File: src/flash_read_pkg.sv
// shared constants and types of the multi-lane flash read path
// assumes one 100 MHz reference clock; the serial clock is a sampled pin
package flash_read_pkg;

    // ************************************************************
    // command opcodes
    // ************************************************************
    localparam logic [7:0] OP_QUAD_OUTPUT_READ           = 8'h6b;
    localparam logic [7:0] OP_QUAD_OUTPUT_READ_WIDE_ADDR = 8'h6c;
    localparam logic [7:0] OP_DUAL_IO_READ               = 8'hbb;
    localparam logic [7:0] OP_DUAL_IO_READ_WIDE_ADDR     = 8'hbc;
    localparam logic [7:0] OP_QUAD_IO_READ               = 8'heb;
    localparam logic [7:0] OP_QUAD_IO_READ_WIDE_ADDR     = 8'hec;
    localparam logic [7:0] OP_MODE_RESET                 = 8'hff;

    // ************************************************************
    // field values and phase lengths
    // ************************************************************
    localparam logic [3:0] MODE_CONT_NIBBLE  = 4'ha;   // upper mode nibble that keeps continuous read
    localparam logic [5:0] CMD_BITS          = 6'h08;  // instruction length in bits
    localparam logic [5:0] ADDR_BITS_SHORT   = 6'h18;  // 3-byte address
    localparam logic [5:0] ADDR_BITS_WIDE    = 6'h20;  // 4-byte address
    localparam logic [5:0] DUAL_MODE_CYCLES  = 6'h04;  // mode clocks, two lanes
    localparam logic [5:0] QUAD_MODE_CYCLES  = 6'h02;  // mode clocks, four lanes
    localparam logic [2:0] DUAL_UNITS        = 3'h4;   // bit pairs per byte
    localparam logic [2:0] QUAD_UNITS        = 3'h2;   // nibbles per byte
    localparam logic [3:0] LANES_QUAD        = 4'hf;   // output enables, four lanes
    localparam logic [3:0] LANES_DUAL        = 4'h3;   // output enables, two lanes
    localparam logic [31:0] ARRAY_LAST_RST   = 32'h00ff_ffff; // default highest byte address

    // ************************************************************
    // types
    // ************************************************************
    typedef enum logic [5:0] {
        ST_IDLE  = 6'b000001,
        ST_CMD   = 6'b000010,
        ST_ADDR  = 6'b000100,
        ST_MODE  = 6'b001000,
        ST_DUMMY = 6'b010000,
        ST_DATA  = 6'b100000
    } phase_t;

    typedef enum logic [1:0] {
        RD_QUAD_OUT = 2'h0,
        RD_DUAL_IO  = 2'h1,
        RD_QUAD_IO  = 2'h2
    } read_kind_t;

    // static configuration bits from the configuration registers
    typedef struct packed {
        logic       addr_len_wide;  // 4-byte address for legacy opcodes
        logic       quad_enable;    // quad enable of config_reg1_volatile
        logic       quad_protocol;  // quad_protocol_mode of config_reg2_volatile
        logic [3:0] latency_code;   // dummy cycles from config_reg3_volatile
    } cfg_t;

    // array fetch request
    typedef struct packed {
        logic        req;
        logic [31:0] addr;
    } mem_req_t;

    // whole state of the read engine
    typedef struct packed {
        phase_t     st;
        read_kind_t kind;
        logic       wide;
        logic [5:0] cnt;
        logic [2:0] units;
        logic [31:0] shift;
        logic [31:0] addr;
        logic [7:0] mode;
        logic       mode_done;
        logic [7:0] out_sh;
        logic [7:0] next_byte;
        logic [3:0] io_o;
        logic [3:0] io_oe;
        logic       cont_on;
        read_kind_t cont_kind;
        logic       cont_wide;
        logic       ones;
        logic       sck_d;
        logic       cs_d;
        mem_req_t   mem;
    } state_t;

    localparam state_t STATE_RST = '{st: ST_IDLE, kind: RD_QUAD_OUT, cont_kind: RD_QUAD_OUT,
                                     cs_d: 1'b1, default: '0};

endpackage

File: src/flash_read_engine.sv
// read-command engine of a serial flash: quad output, dual io and quad io reads
// assumes sck period is at least four ref_clk periods and that the
// array answers a fetch with mem_rdata in the same cycle as mem.req
//
// Overview of operation
// - 6Bh quad output, 6Ch always four-byte
// - latency code sets quad output dummies
// - lines ignored and undriven during dummies
// - quad output: nibble per falling edge
// - dummies separate address from data; latency code zero gives none
// - address increments per byte, wraps to zero
// - BBh dual io, BCh always four-byte
// - dual io address and data on two lines
// - instruction, address, four mode clocks, latency
// - dual io latency after mode, lines ignored
// - dual io: bit pair per falling edge
// - mode Ax keeps dual continuous read
// - other mode value exits at cs rise
// - mode reset command leaves continuous read
// - EBh quad io, ECh always four-byte
// - quad io needs quad enable or protocol
// - quad io: two mode clocks, dummies, nibbles
// - mode Ax keeps quad continuous read
// - quad protocol: instruction four bits per rise
// - address-length bit widens legacy opcodes
// - dummies counted falling edge to falling edge
`timescale 1ns/100ps
`default_nettype none

module flash_read_engine
    import flash_read_pkg::*;
#(
    parameter logic [31:0] ARRAY_LAST = ARRAY_LAST_RST  // highest array byte address
) (
    // clock and reset
    input  wire logic                       ref_clk,
    input  wire logic                       rst,
    // serial pins
    input  wire logic                       sck,
    input  wire logic                       cs_n,
    input  wire logic [3:0]                 io_in,
    output logic      [3:0]                 io_out,
    output logic      [3:0]                 io_oe,
    // configuration bits
    input  wire flash_read_pkg::cfg_t       cfg,
    // array fetch port
    output flash_read_pkg::mem_req_t        mem,
    input  wire logic [7:0]                 mem_rdata,
    // status
    output logic                            read_active,
    output logic                            execute_in_place
);

    // ************************************************************
    // pin synchronisation
    // ************************************************************
    logic [5:0] pins_s;   // {sck, cs_n, io} after two flops
    logic       sck_s;
    logic       cs_s;
    logic [3:0] io_s;

    // cs resets high so no false select edge follows reset
    pin_sync #(
        .W       (6),
        .RST_VAL (6'h10)
    ) u_sync (
        .ref_clk (ref_clk),
        .rst     (rst),
        .d       ({sck, cs_n, io_in}),
        .q       (pins_s)
    );

    assign sck_s = pins_s[5];
    assign cs_s  = pins_s[4];
    assign io_s  = pins_s[3:0];

    // ************************************************************
    // state and edge decode
    // ************************************************************
    state_t s_r;        // all engine state
    state_t s_nxt;      // its next value
    logic   rise;       // sck rising edge seen
    logic   fall;       // sck falling edge seen
    logic   cs_fall;    // select asserted
    logic   cs_rise;    // select released
    logic [5:0] cmd_step;   // instruction bits per rise
    logic [5:0] cmd_cnt;    // instruction bits after this rise
    logic [7:0] op_now;     // instruction with this rise's bits
    logic       cmd_done;   // last instruction bit arrives now
    logic [5:0] addr_lanes; // address bits per rise
    logic [5:0] addr_len;   // address length in bits
    logic [5:0] mode_len;   // mode clocks of this command
    logic [31:0] addr_inc;  // next sequential address

    assign rise    = sck_s & ~s_r.sck_d;
    assign fall    = ~sck_s & s_r.sck_d;
    assign cs_fall = ~cs_s & s_r.cs_d;
    assign cs_rise = cs_s & ~s_r.cs_d;

    // instruction shifts in one bit, or a nibble in quad protocol
    assign cmd_step = cfg.quad_protocol ? 6'h04 : 6'h01;
    assign cmd_cnt  = s_r.cnt + cmd_step;
    assign cmd_done = (cmd_cnt == CMD_BITS);
    assign op_now   = cfg.quad_protocol ? {s_r.shift[3:0], io_s} : {s_r.shift[6:0], io_s[0]};

    // address lanes follow the read kind
    always_comb begin
        case (s_r.kind)
            RD_DUAL_IO: addr_lanes = 6'h02;
            RD_QUAD_IO: addr_lanes = 6'h04;
            default:    addr_lanes = 6'h01;
        endcase
    end

    assign addr_len = s_r.wide ? ADDR_BITS_WIDE : ADDR_BITS_SHORT;
    assign mode_len = (s_r.kind == RD_DUAL_IO) ? DUAL_MODE_CYCLES : QUAD_MODE_CYCLES;
    // the counter rolls back to zero past the last array byte
    assign addr_inc = (s_r.addr == ARRAY_LAST) ? '0 : s_r.addr + 32'h1;

    // ************************************************************
    // next-state logic
    // ************************************************************
    always_comb begin
        logic        data_go;   // drive a data unit on this fall
        logic        fetch;     // start the first array fetch
        logic [31:0] sh_addr;   // address shift with this rise
        logic [7:0]  byte_now;  // byte being shifted out
        data_go  = 1'b0;
        fetch    = 1'b0;
        sh_addr  = '0;
        byte_now = '0;
        s_nxt    = s_r;
        s_nxt.sck_d   = sck_s;
        s_nxt.cs_d    = cs_s;
        s_nxt.mem.req = 1'b0;
        // array answers in the cycle the request stands on mem
        if (s_r.mem.req) begin
            s_nxt.next_byte = mem_rdata;
        end
        case (s_r.st)
            // instruction phase
            ST_CMD: begin
                if (rise) begin
                    s_nxt.shift = {24'h0, op_now};
                    s_nxt.cnt   = cmd_cnt;
                    if (cmd_done) begin
                        s_nxt.cnt   = '0;
                        s_nxt.shift = '0;
                        s_nxt.st    = ST_IDLE;
                        // wide-address opcodes are the even ones of each pair
                        s_nxt.wide  = cfg.addr_len_wide | ~op_now[0];
                        case (op_now)
                            OP_QUAD_OUTPUT_READ, OP_QUAD_OUTPUT_READ_WIDE_ADDR: begin
                                if (!cfg.quad_protocol) begin
                                    s_nxt.kind = RD_QUAD_OUT;
                                    s_nxt.st   = ST_ADDR;
                                end
                            end
                            OP_DUAL_IO_READ, OP_DUAL_IO_READ_WIDE_ADDR: begin
                                if (!cfg.quad_protocol) begin
                                    s_nxt.kind = RD_DUAL_IO;
                                    s_nxt.st   = ST_ADDR;
                                end
                            end
                            OP_QUAD_IO_READ, OP_QUAD_IO_READ_WIDE_ADDR: begin
                                // refused quietly: device just waits for cs rise
                                if (cfg.quad_enable || cfg.quad_protocol) begin
                                    s_nxt.kind = RD_QUAD_IO;
                                    s_nxt.st   = ST_ADDR;
                                end
                            end
                            OP_MODE_RESET: begin
                                s_nxt.cont_on = 1'b0;
                            end
                            default: begin
                                s_nxt.st = ST_IDLE;
                            end
                        endcase
                    end
                end
            end
            // address phase, one, two or four lanes
            ST_ADDR: begin
                if (rise) begin
                    case (s_r.kind)
                        RD_DUAL_IO: sh_addr = {s_r.shift[29:0], io_s[1:0]};
                        RD_QUAD_IO: sh_addr = {s_r.shift[27:0], io_s};
                        default:    sh_addr = {s_r.shift[30:0], io_s[0]};
                    endcase
                    s_nxt.shift = sh_addr;
                    s_nxt.cnt   = s_r.cnt + addr_lanes;
                    if (!io_s[0]) begin
                        s_nxt.ones = 1'b0;
                    end
                    if (s_nxt.cnt == addr_len) begin
                        s_nxt.addr = sh_addr;
                        s_nxt.cnt  = '0;
                        if (s_r.kind == RD_QUAD_OUT) begin
                            fetch = 1'b1;
                        end else begin
                            s_nxt.st = ST_MODE;
                        end
                    end
                end
            end
            // mode bits, upper nibble decides continuous read
            ST_MODE: begin
                if (rise) begin
                    if (s_r.kind == RD_DUAL_IO) begin
                        s_nxt.mode = {s_r.mode[5:0], io_s[1:0]};
                    end else begin
                        s_nxt.mode = {s_r.mode[3:0], io_s};
                    end
                    s_nxt.cnt = s_r.cnt + 6'h01;
                    if (s_nxt.cnt == mode_len) begin
                        s_nxt.cnt       = '0;
                        s_nxt.mode_done = 1'b1;
                        fetch           = 1'b1;
                    end
                end
            end
            // dummies: lines ignored, counted fall to fall
            ST_DUMMY: begin
                if (fall) begin
                    if (s_r.cnt == {2'b00, cfg.latency_code}) begin
                        data_go = 1'b1;
                    end else begin
                        s_nxt.cnt = s_r.cnt + 6'h01;
                    end
                end
            end
            // data output on falling edges
            ST_DATA: begin
                if (fall) begin
                    data_go = 1'b1;
                end
            end
            default: begin
                s_nxt.st = ST_IDLE;
            end
        endcase
        // first fetch: the latency hides the array access
        if (fetch) begin
            s_nxt.st       = ST_DUMMY;
            s_nxt.units    = '0;
            s_nxt.mem.req  = 1'b1;
            s_nxt.mem.addr = s_nxt.addr;
        end
        // one data unit, msb first on the top active lane
        if (data_go) begin
            s_nxt.st = ST_DATA;
            byte_now = (s_r.units == '0) ? s_r.next_byte : s_r.out_sh;
            if (s_r.units == '0) begin
                s_nxt.mem.req  = 1'b1;
                s_nxt.mem.addr = addr_inc;
                s_nxt.addr     = addr_inc;
            end
            if (s_r.kind == RD_DUAL_IO) begin
                s_nxt.io_o   = {2'b00, byte_now[7:6]};
                s_nxt.out_sh = {byte_now[5:0], 2'b00};
                s_nxt.io_oe  = LANES_DUAL;
                s_nxt.units  = (s_r.units == '0) ? DUAL_UNITS - 3'h1 : s_r.units - 3'h1;
            end else begin
                s_nxt.io_o   = byte_now[7:4];
                s_nxt.out_sh = {byte_now[3:0], 4'h0};
                s_nxt.io_oe  = LANES_QUAD;
                s_nxt.units  = (s_r.units == '0) ? QUAD_UNITS - 3'h1 : s_r.units - 3'h1;
            end
        end
        // select asserted: continuous read skips the instruction
        if (cs_fall) begin
            s_nxt.cnt       = '0;
            s_nxt.shift     = '0;
            s_nxt.mode_done = 1'b0;
            s_nxt.units     = '0;
            s_nxt.ones      = 1'b1;
            if (s_r.cont_on) begin
                s_nxt.st   = ST_ADDR;
                s_nxt.kind = s_r.cont_kind;
                s_nxt.wide = s_r.cont_wide;
            end else begin
                s_nxt.st = ST_CMD;
            end
        end
        // select high ends any read and frees the lines
        if (cs_s) begin
            s_nxt.st    = ST_IDLE;
            s_nxt.io_oe = '0;
        end
        // continuous state is settled at select release or by the mode reset command;
        // a release inside mode cycles keeps the old setting
        if (cs_rise) begin
            if (s_r.mode_done) begin
                s_nxt.cont_on   = (s_r.mode[7:4] == MODE_CONT_NIBBLE);
                s_nxt.cont_kind = s_r.kind;
                s_nxt.cont_wide = s_r.wide;
            end else if (s_r.cont_on && s_r.st == ST_ADDR && s_r.ones && s_r.cnt != '0) begin
                // ones on io0 at every rise, released before the address completes, is a mode reset
                s_nxt.cont_on = 1'b0;
            end
        end
    end

    // registers
    always_ff @(posedge ref_clk or posedge rst) begin
        if (rst) begin
            s_r <= STATE_RST;
        end else begin
            s_r <= s_nxt;
        end
    end

    // ************************************************************
    // outputs
    // ************************************************************
    assign io_out           = s_r.io_o;
    assign io_oe            = s_r.io_oe;
    assign mem              = s_r.mem;
    assign read_active      = (s_r.st != ST_IDLE);
    assign execute_in_place = s_r.cont_on;

    // ************************************************************
    // assertions
    // ************************************************************
    logic data_go_chk;  // a data unit is driven this cycle
    assign data_go_chk = fall && (s_r.st == ST_DATA ||
                         (s_r.st == ST_DUMMY && s_r.cnt == {2'b00, cfg.latency_code}));
endmodule // flash_read_engine

`default_nettype wire

File: src/pin_sync.sv
// two-stage synchroniser for a group of pins
// assumes the pins are asynchronous to ref_clk
`timescale 1ns/100ps
`default_nettype none

module pin_sync #(
    parameter int unsigned     W       = 1,
    parameter logic [W-1:0]    RST_VAL = '0
) (
    // clock and reset
    input  wire logic         ref_clk,
    input  wire logic         rst,
    // pins in, synchronised copy out
    input  wire logic [W-1:0] d,
    output logic      [W-1:0] q
);

    typedef struct packed {
        logic [W-1:0] s1;  // metastable stage, read only by s2
        logic [W-1:0] s2;  // settled stage
    } sync_t;

    sync_t s_r;
    sync_t s_nxt;

    // ************************************************************
    // next state
    // ************************************************************
    always_comb begin
        s_nxt.s1 = d;
        s_nxt.s2 = s_r.s1;
    end

    // registers
    always_ff @(posedge ref_clk or posedge rst) begin
        if (rst) begin
            s_r <= '{s1: RST_VAL, s2: RST_VAL};
        end else begin
            s_r <= s_nxt;
        end
    end

    assign q = s_r.s2;

endmodule // pin_sync

`default_nettype wire

File: config.mk
export PLATFORM = sky130hd
export DESIGN_NAME = flash_read_engine
export DESIGN_NICKNAME = d
export VERILOG_FILES = /design/src/flash_read_pkg.sv /design/src/flash_read_engine.sv /design/src/pin_sync.sv
export SDC_FILE = /design/constraint.sdc
export NUM_CORES = 1
export LEC_CHECK = 0
export BUFFER_PORTS_ARGS = -buffer_cell sky130_fd_sc_hd__buf_2
export CORE_ASPECT_RATIO = 1.75
export CORE_UTILIZATION = 50
export DETAILED_ROUTE_END_ITERATION = 8
export PLACE_DENSITY = 0.68
export SLEW_MARGIN = 25
export SYNTH_ARGS = -nofsm -noshare
export SYNTH_HDL_FRONTEND = slang
export SYNTH_SLANG_ARGS = --single-unit
File: constraint.sdc
create_clock -name ref_clk -period 7.1 [get_ports ref_clk]
set_clock_uncertainty 0.15 [all_clocks]
set_input_delay 0.355 -clock ref_clk [delete_from_list [all_inputs] [get_ports ref_clk]]
set_output_delay 0.355 -clock ref_clk [all_outputs]
set_load 0.1 [all_outputs]
==> key figures, run 1 <==
Timing
  • Final hold viol count: 0
  • Share of the clock period used by the worst path: 68.15%
  • Fmax: 206.7 MHz
  • RSZ-0062 raised after global routing: no
  • Fin crit period: 4839 ps
  • Fin worst setup slack: 2261 ps
  • Final slew viol count: 0
  • Slew headroom: 30.70%
  • Setup TNS: 0 ps
  • Final setup fails: 0
  • Worst-Margin Slew: 1036 ps

Drt
  • Iter 0 DRT Violations: ~640
  • Antenna Nets Post-Route: 0
  • Routed len/inst: ~21 µm
  • WL final: 27950 µm
  • Via count: 8421
  • Drc violations: 0
  • DRT Pass-1 Iters: 5
  • Via density: 6.196

Worst setup path
  • R2R Path Start: s_r[147]
  • R2R Setup Slk: between 2000 and 2500 ps
  • CP Class: flip-flop to flip-flop
  • Crit Reg-Reg Endpoint: mem[22]
  • Crit path cell chain: inv_1 -> ha_1 -> buf_4 -> clkinv_1 -> buf_4 -> ha_1 -> ha_1 -> a21o_1 -> a21oi_1 -> xnor2_1 -> a311o_1 -> o2111a_2 -> a21o_1 -> o211ai_1 -> o311a_1
  • Critical Path RT: between 7000 and 8000 ps
  • Critical path startpoint: s_r[147]
  • Critical Path Start Type: flip-flop
  • Critical Path AT: 5010 ps
  • Most frequent CP cell: ha_1
  • R2r worst-path depth: 15
  • Critical Path Fanout Max: 37
  • CP max stage delay: 670 ps
  • Crit. End Element: flip-flop
  • Critical-path top delay cell: o2111a_2

Floorplanning
  • IO Pins: 66
  • Chip width: roughly 110 µm
  • DIE AREA: 19990 µm²
  • Initial core utilization: 50.76%
  • Site Rows: 67
  • Die Height: 186.3 µm
  • CORE AREA: 19110 µm²

Clocking
  • Total clock buffers created by CTS: 17
  • Sink Count: 162
  • Reg clk slew, reported paths: about 60 ps
  • H-Tree Depth: 4
  • Worst-skew pair later-pin latency: between 400 and 500 ps
  • Clock Path Buffers: 2
  • Post-CTS setup repair buffer count: 0
  • TritonCTS clock tree: yes
  • CTS root buf: clkbuf_16
  • Resized cells post-CTS: 0

Global route
  • Largest net degree at the start of global routing: roughly 110
  • Number of global-route vias before repair: 8208
  • First-pass GRT wire length: 44190 µm
  • Initial antenna violation count: 0
  • Global Route Usage Sum: 29.12%
  • Total grt overflow: 0

Logic synthesis
  • Mapped Cells: 1098
  • Net count after synthesis: 1137
  • Seq/Total Area, Yosys: 41.84%
  • Syn. warnings: 0
  • Top FF cell, synth: dfrtp_1
  • Synth Register Bits: 162
  • Syn Area/Cell: 8.836 µm²
  • EDFF count, synth: 0
  • Cell Area, Synth: 9702 µm²
  • Async SR Flop Fraction: 100.0%
  • Count of different cell masters after synthesis: 74

Pwr
  • Cell Pwr Density: about 230 nW/µm²
  • Clock power share: 42.3%
  • Leakage: between 4 and 5 nW
  • Sw Pwr: 0.7030 mW
  • Overall power: 2.407 mW
  • Switching Fraction: approximately 29%
  • Max rail drop VDD: around 0.16 mV
  • Seq pwr share: between 40% and 50%
  • Cell-internal power: 1.704 mW
  • Comb pwr share: 16.8%

Layout
  • Syn-to-layout area delta: 9.866%
  • Area of the multi-input gates: 4996 µm²
  • Nets: 1146
  • Fillers: approximately 1800
  • Inserted Diodes: 0
  • Most frequent cells in the layout: 158 x dfrtp_1, 139 x nand2_1, 109 x nor2_1
  • Layout cells sized above 1: 14.40%
  • Most common cell after layout, fill and taps aside: dfrtp_1
  • Reg area: 4059 µm²

Placement
  • DP Worst Slack: 2315 ps
  • Port bufs: 65
  • Routability Congestion: 0.9275
  • DP Wirelength: 19560 µm

Hold path
  • Hold WC Path Type: input pin to flip-flop
  • Min-Delay Path Depth: 2
  • Worst Hold Launch: mem_rdata[0]
  • Worst Hold End: s_r[48]

Outcome
  • Status: completed

Flow run
  • Max cap viols: 0
-- sequential cells by signal, indices dropped and copies added (netlist names) --
name,count
execute_in_place,1
io_oe,2
io_out,4
mem,33
s_r,110
u_sync.q,6
u_sync.s_nxt,6
-- what timing repair did --
action                                 in CTS  in global routing
endpoints found under the hold margin      12                  7
setup endpoints to repair                   0                  0
hold buffers                               12                  1
-- critical path, delay by kind of cell (launching register included) --
| family | cells | cell delay, ps |
|---|---|---|
| xor gates and xnor gates | 1 | 160 |
| AOI/OAI and AO/OA | 7 | 2410 |
| adders and majority gates | 3 | 740 |
| buffers and inverters | 4 | 800 |
| DFF | 1 | 400 |
-- layout make-up --
cell class / instances / share of cell area (%)
sequential: 162 / 38.08
multi-input combinational: 809 / 46.87
inverter: 25 / 0.9508
tap: 241 / 2.829
clock buffer: 21 / 4.320
clock inverter: 9 / 1.690
timing repair buffer: 92 / 5.259
-- logic make-up after synthesis --
family / after synthesis / share of synthesized area, %
adder cells (fa/ha/maj): 16 / 2.063
buffers and inverters: 127 / 6.822
AO/OA/AOI/OAI: 322 / 21.87
AND/OR/NAND/NOR: 384 / 18.61
multiplexers: 47 / 5.184
XOR/XNOR: 40 / 3.611
flip-flops: 162 / 41.84
-- routing by layer --
layer / GRT usage [%] / vias up / part of all wire [%]
met4: 17.53 / 0 / 5.3
met3: 4.146 / 96 / 4.6
met1: 34.22 / 4102 / 40
met2: 50.17 / 296 / 50
li1: - / 3927 / -
met5: 0 / - / 0
-- synth_stat cells (all sizes together) (24+ instances only) --
cell    instances  area, µm²
dfrtp         158       3954
nand2         139      521.8
clkbuf         37      138.9
o21ai          75      375.4
nand3          35      175.2
mux2           26      292.8
a22oi          33      247.7
xnor2          36      315.3
nor2          110      415.4
buf            65      429.2
inv            24      90.09
a21oi          88      455.4
-- power groups by stage --
| stage | combinational [mW] | sequential, mW | clock (mW) |
|---|---|---|---|
| 6_report | 0.404 | 0.984 | 1.02 |
| 5_1_grt | 0.437 | 0.986 | 1.06 |
| 4_1_cts | 0.398 | 0.982 | 1.03 |
| 3_5_place_dp | 0.391 | 0.999 | 0 |
| 3_3_place_gp | 0.384 | 0.999 | 0 |
| 2_1_floorplan | 0.283 | 0.997 | 0 |
-- metrics by stage --
step	instance area [µm²]	std cells	utilization [%]	hold WS [ps]
finish	10660	1359	55.77	13.27
global route	10660	1359	55.77	17.13
CTS	10650	1358	55.70	1.285
detailed placement	9886	1316	51.72	186.4
global placement	9881	1316	51.70	183.9
floorplan	9702	1098	-	181.2
-- worst max path at each step --
stage,endpoint,cells after the start
finish,mem[22],15
global route,mem[22],15
CTS,mem[22],15
detailed placement,mem[22],15
global placement,mem[22],15
floorplan,execute_in_place,1
(Power assumes the default switching activity.)
==> inputs of run 2 (changes only) <==
- ABC_AREA: default -> 1
- PLACE_DENSITY: 0.68 -> 0.71
- clock period: 7.1 -> 4.2 ns (I/O delays scaled with it)
==> run 2 against run 1 <==
  * Critical path depth rose by 8
  * Maximum frequency up 36%
  * Final area grew 0.62%
  * Count of clock-buffer cells in the layout increased by 4
  * Power grew 66%
  * Combinational power increased by 120%
  * First-iteration DRC count increased by 12%
  * Utilization grew 0.10 points
  * Non-clock buffer count increased by 1
  * Worst hold slack improved by 78 ps
  * Flip-flop and latch count did not move
  * Sequential share of layout area fell by 0.24 points
==> key figures, run 2 <==
Outcome
  • Status: completed

Clocking
  • CTS root buf: clkbuf_16
  • TritonCTS clock tree: yes
  • Clock Path Buffers: 2 (unchanged)
  • Sink Count: 162 (unchanged)
  • Resized cells post-CTS: 0 (unchanged)
  • Worst-skew pair later-pin latency: 440 ps (about the same)
  • Total clock buffers created by CTS: 17 (unchanged)
  • Reg clk slew, reported paths: 60 ps (about the same)
  • H-Tree Depth: 4 (unchanged)

Logic synthesis
  • EDFF count, synth: 0 (unchanged)
  • Count leader, synth: nand2_1
  • Synth Register Bits: 162 (unchanged)
  • Net count after synthesis: 1344 (+18%)
  • Top FF cell, synth: dfrtp_1
  • Async SR Flop Fraction: 100.0% (unchanged)
  • Count of different cell masters after synthesis: 49 (-34%)
  • Yosys top cell area share: 40.14% (-0.61 points)
  • Synth area leaders: dfrtp_1 40%, nand2_1 12%, inv_1 6.4%
  • Cell taking the most area after synthesis: dfrtp_1
  • Syn Area/Cell: 7.547 µm² (-15%)
  • Cell Area, Synth: 9849 µm² (+1.5%)
  • Commonest cells in the netlist: 321 x nand2_1, 167 x inv_1, 158 x dfrtp_1
  • Mapped Cells: 1305 (+19%)
  • Seq/Total Area, Yosys: 41.21% (-0.63 points)
  • Syn. warnings: 0 (unchanged)

Timing
  • Slew headroom: 37.81% (+7.1 points)
  • Final setup fails: 0 (unchanged)
  • Hold slack: 91.53 ps (+78.25 ps)
  • Fmax: 280.8 MHz (+36%)
  • Final slew viol count: 0 (unchanged)
  • Fin crit period: 3561 ps (-1277 ps)
  • Share of the clock period used by the worst path: 84.79% (+17 points)
  • Setup TNS: 0 ps (unchanged)
  • Final hold viol count: 0 (unchanged)
  • Worst-Margin Slew: 932.8 ps (-102.9 ps)
  • RSZ-0062 raised after global routing: no

Drt
  • Via count: 8988 (+6.7%)
  • Antenna Nets Post-Route: 0 (unchanged)
  • Top routing layer used: met4
  • Drc violations: 0 (unchanged)
  • Iter 0 DRT Violations: 709 (+12%)
  • Via density: 5.699 (-8.0%)
  • WL final: 28770 µm (+2.9%)
  • DRT Pass-1 Iters: 5 (unchanged)
  • Detail Route met3 WL: 1043 µm (-19%)
  • DR WL met2: 15710 µm (+12%)
  • Metal1 wirelength: 10180 µm (-8.3%)
  • Routed len/inst: 18.24 µm (-11%)

Layout
  • Fillers: 1850 (+3.5%)
  • Final core utilization: 55.87% (+0.10 points)
  • Most common cell after layout, fill and taps aside: nand2_1
  • Most frequent cells in the layout: 321 x nand2_1, 166 x inv_1, 158 x dfrtp_1
  • Reg area: 4059 µm² (unchanged)
  • Syn-to-layout area delta: 8.892%
  • Non-filler cells, final: 1577 (+16%)
  • Inserted Diodes: 0 (unchanged)
  • Area of the multi-input gates: 4571 µm² (-8.5%)
  • Max FFs per register: 110 (unchanged)
  • Largest reg by FF count: s_r
  • Layout cells sized above 1: 10.93% (-3.5 points)
  • Nets: 1362 (+19%)

Worst setup path
  • Critical Path Fanout Max: 33 (-11%)
  • Most frequent CP cell: nand2_1
  • R2r worst-path depth: 23 (+8)
  • Crit path cell chain: inv_1 -> ha_1 -> inv_2 -> nand2_1 -> and2_1 -> ha_1 -> inv_1 -> nand2_1 -> nand2_1 -> nand2_1 -> nand2_1 -> nand2_1 -> inv_1 -> nand3_1 -> nand2_1 -> nand4_1 -> nand2_1 -> nand2_1 -> buf_4 -> nand2_1 -> buf_4 -> nand2_1 -> a21boi_1
  • R2R Path Start: s_r[148]
  • Critical Path RT: 4410 ps (-2860 ps)
  • Crit Reg-Reg Endpoint: mem[19]
  • CP bufs+invs: 6 (+2)
  • Critical Path Start Type: flip-flop
  • R2R Setup Slk: 640 ps (-1620 ps)
  • Crit. End Element: flip-flop
  • Critical Path AT: 3770 ps (-1240 ps)
  • Critical-path top delay cell: dfrtp_1
  • Top delay family on crit path: simple AND/OR/NAND/NOR gates
  • CP Class: flip-flop to flip-flop
  • CP max stage delay: 380 ps (-290 ps)

Pwr
  • Overall power: 3.991 mW (+66%)
  • Max rail drop VDD: 0.3085 mV (+95%)
  • Leakage: 5.368 nW (+19%)
  • Cell Pwr Density: 372.1 nW/µm² (+65%)

Flow run
  • Max cap viols: 0 (unchanged)

Global route
  • Initial antenna violation count: 0 (unchanged)
  • Number of global-route vias before repair: 8936 (+8.9%)
  • Total grt overflow: 0 (unchanged)
  • Global Route Usage Sum: 29.93% (+0.82 points)
  • Largest net degree at the start of global routing: 163 (+55%)
  • First-pass GRT wire length: 45750 µm (+3.5%)

Floorplanning
  • IO Pins: 66 (unchanged)
  • DIE AREA: 20290 µm² (+1.5%)
  • CORE AREA: 19200 µm² (+0.44%)
  • Die Height: 187.7 µm (+0.75%)
  • Initial core utilization: 51.31% (+0.55 points)
  • Site Rows: 67 (unchanged)
  • Chip width: 108.1 µm (+0.74%)

Placement
  • Routability Congestion: 0.9898 (+6.7%)
  • DP Wirelength: 21260 µm (+8.7%)
  • Port bufs: 65 (unchanged)
  • Dpl cells: 1530 (+16%)

Hold path
  • Hold WC Path Type: input pin to flip-flop
  • Worst Hold End: s_r[146]
  • Min-Delay Path Depth: 5 (+3)
  • Worst Hold Launch: cfg[6]
[run 2: changes by cell type in the layout (fill, tap and decap cells not counted), moves of 24 or more]
cell	previous run	this run
nand2_1	139	321
nor2_1	109	73
inv_1	23	166
o22ai_1	3	30
nand3_1	35	98
a22oi_1	33	2
a21oi_1	83	18
o21ai_0	74	117
nand4_1	11	35
[run 2: area by class of cell]
class                   instances  share of cell area (%)
flip-flops and latches        162                   37.84
multi-input cells             874                   42.62
well taps                     241                   2.811
clock buffers                  25                   4.620
clock inverters                 7                  0.4900
inverters                     175                   6.160
repair buffers                 93                   5.460
[run 2: metal layers]
metal | global-route usage, % | vias to the layer above
met5 | 0 | -
met4 | 19.39 | 0
met3 | 5.144 | 100
met2 | 55.02 | 274
met1 | 30.09 | 4294
li1 | - | 4320
[run 2: where the power goes]
part	leakage [nW]	internal [mW]	switching [mW]
Clock	0.268	0.822	0.647
Combinational	3.24	0.260	0.610
Sequential	1.85	1.61	0.0464
Total	5.37	2.69	1.30
[run 2: worst min-delay path, delay by kind of cell]
| kind | cells | cell delay, ps |
|---|---|---|
| AOI/OAI and AO/OA | 3 | 290 |
| buffers and inverters | 2 | 140 |
[run 2: kinds of logic after synthesis]
group / Yosys count / synth area share, %
and+or+nand+nor: 580 / 25.62
buffers and inverters: 269 / 12.39
AOI/OAI and AO/OA: 240 / 15.28
muxes: 4 / 0.4446
xor gates and xnor gates: 34 / 3.023
adders and majority gates: 16 / 2.033
DFF: 162 / 41.21
[run 2: worst max path at each step]
stage,start,end,slack (ps),depth (start not counted)
finish,s_r[148],mem[19],640,23
global route,s_r[148],mem[13],280,23
CTS,s_r[148],mem[13],630,23
detailed placement,s_r[148],mem[13],650,23
global placement,s_r[147],mem[23],720,22
floorplan,s_r[147],mem[21],1350,20
[run 2: what timing repair did]
action	4_1_cts	5_1_grt
endpoints found under the setup margin	0	0
setup buffers	0	0
hold buffers	15	0
hold endpoints to repair	172	0
[run 2: stage by stage]
| stage | worst slack [ps] | cell area, µm² |
|---|---|---|
| 3_5_place_dp | 651.7 | 10030 |
| 5_1_grt | 277.3 | 10730 |
| 4_1_cts | 631.1 | 10730 |
| 6_report | 638.7 | 10730 |
| 3_3_place_gp | 717.5 | 10030 |
| 2_1_floorplan | 1355 | 9853 |
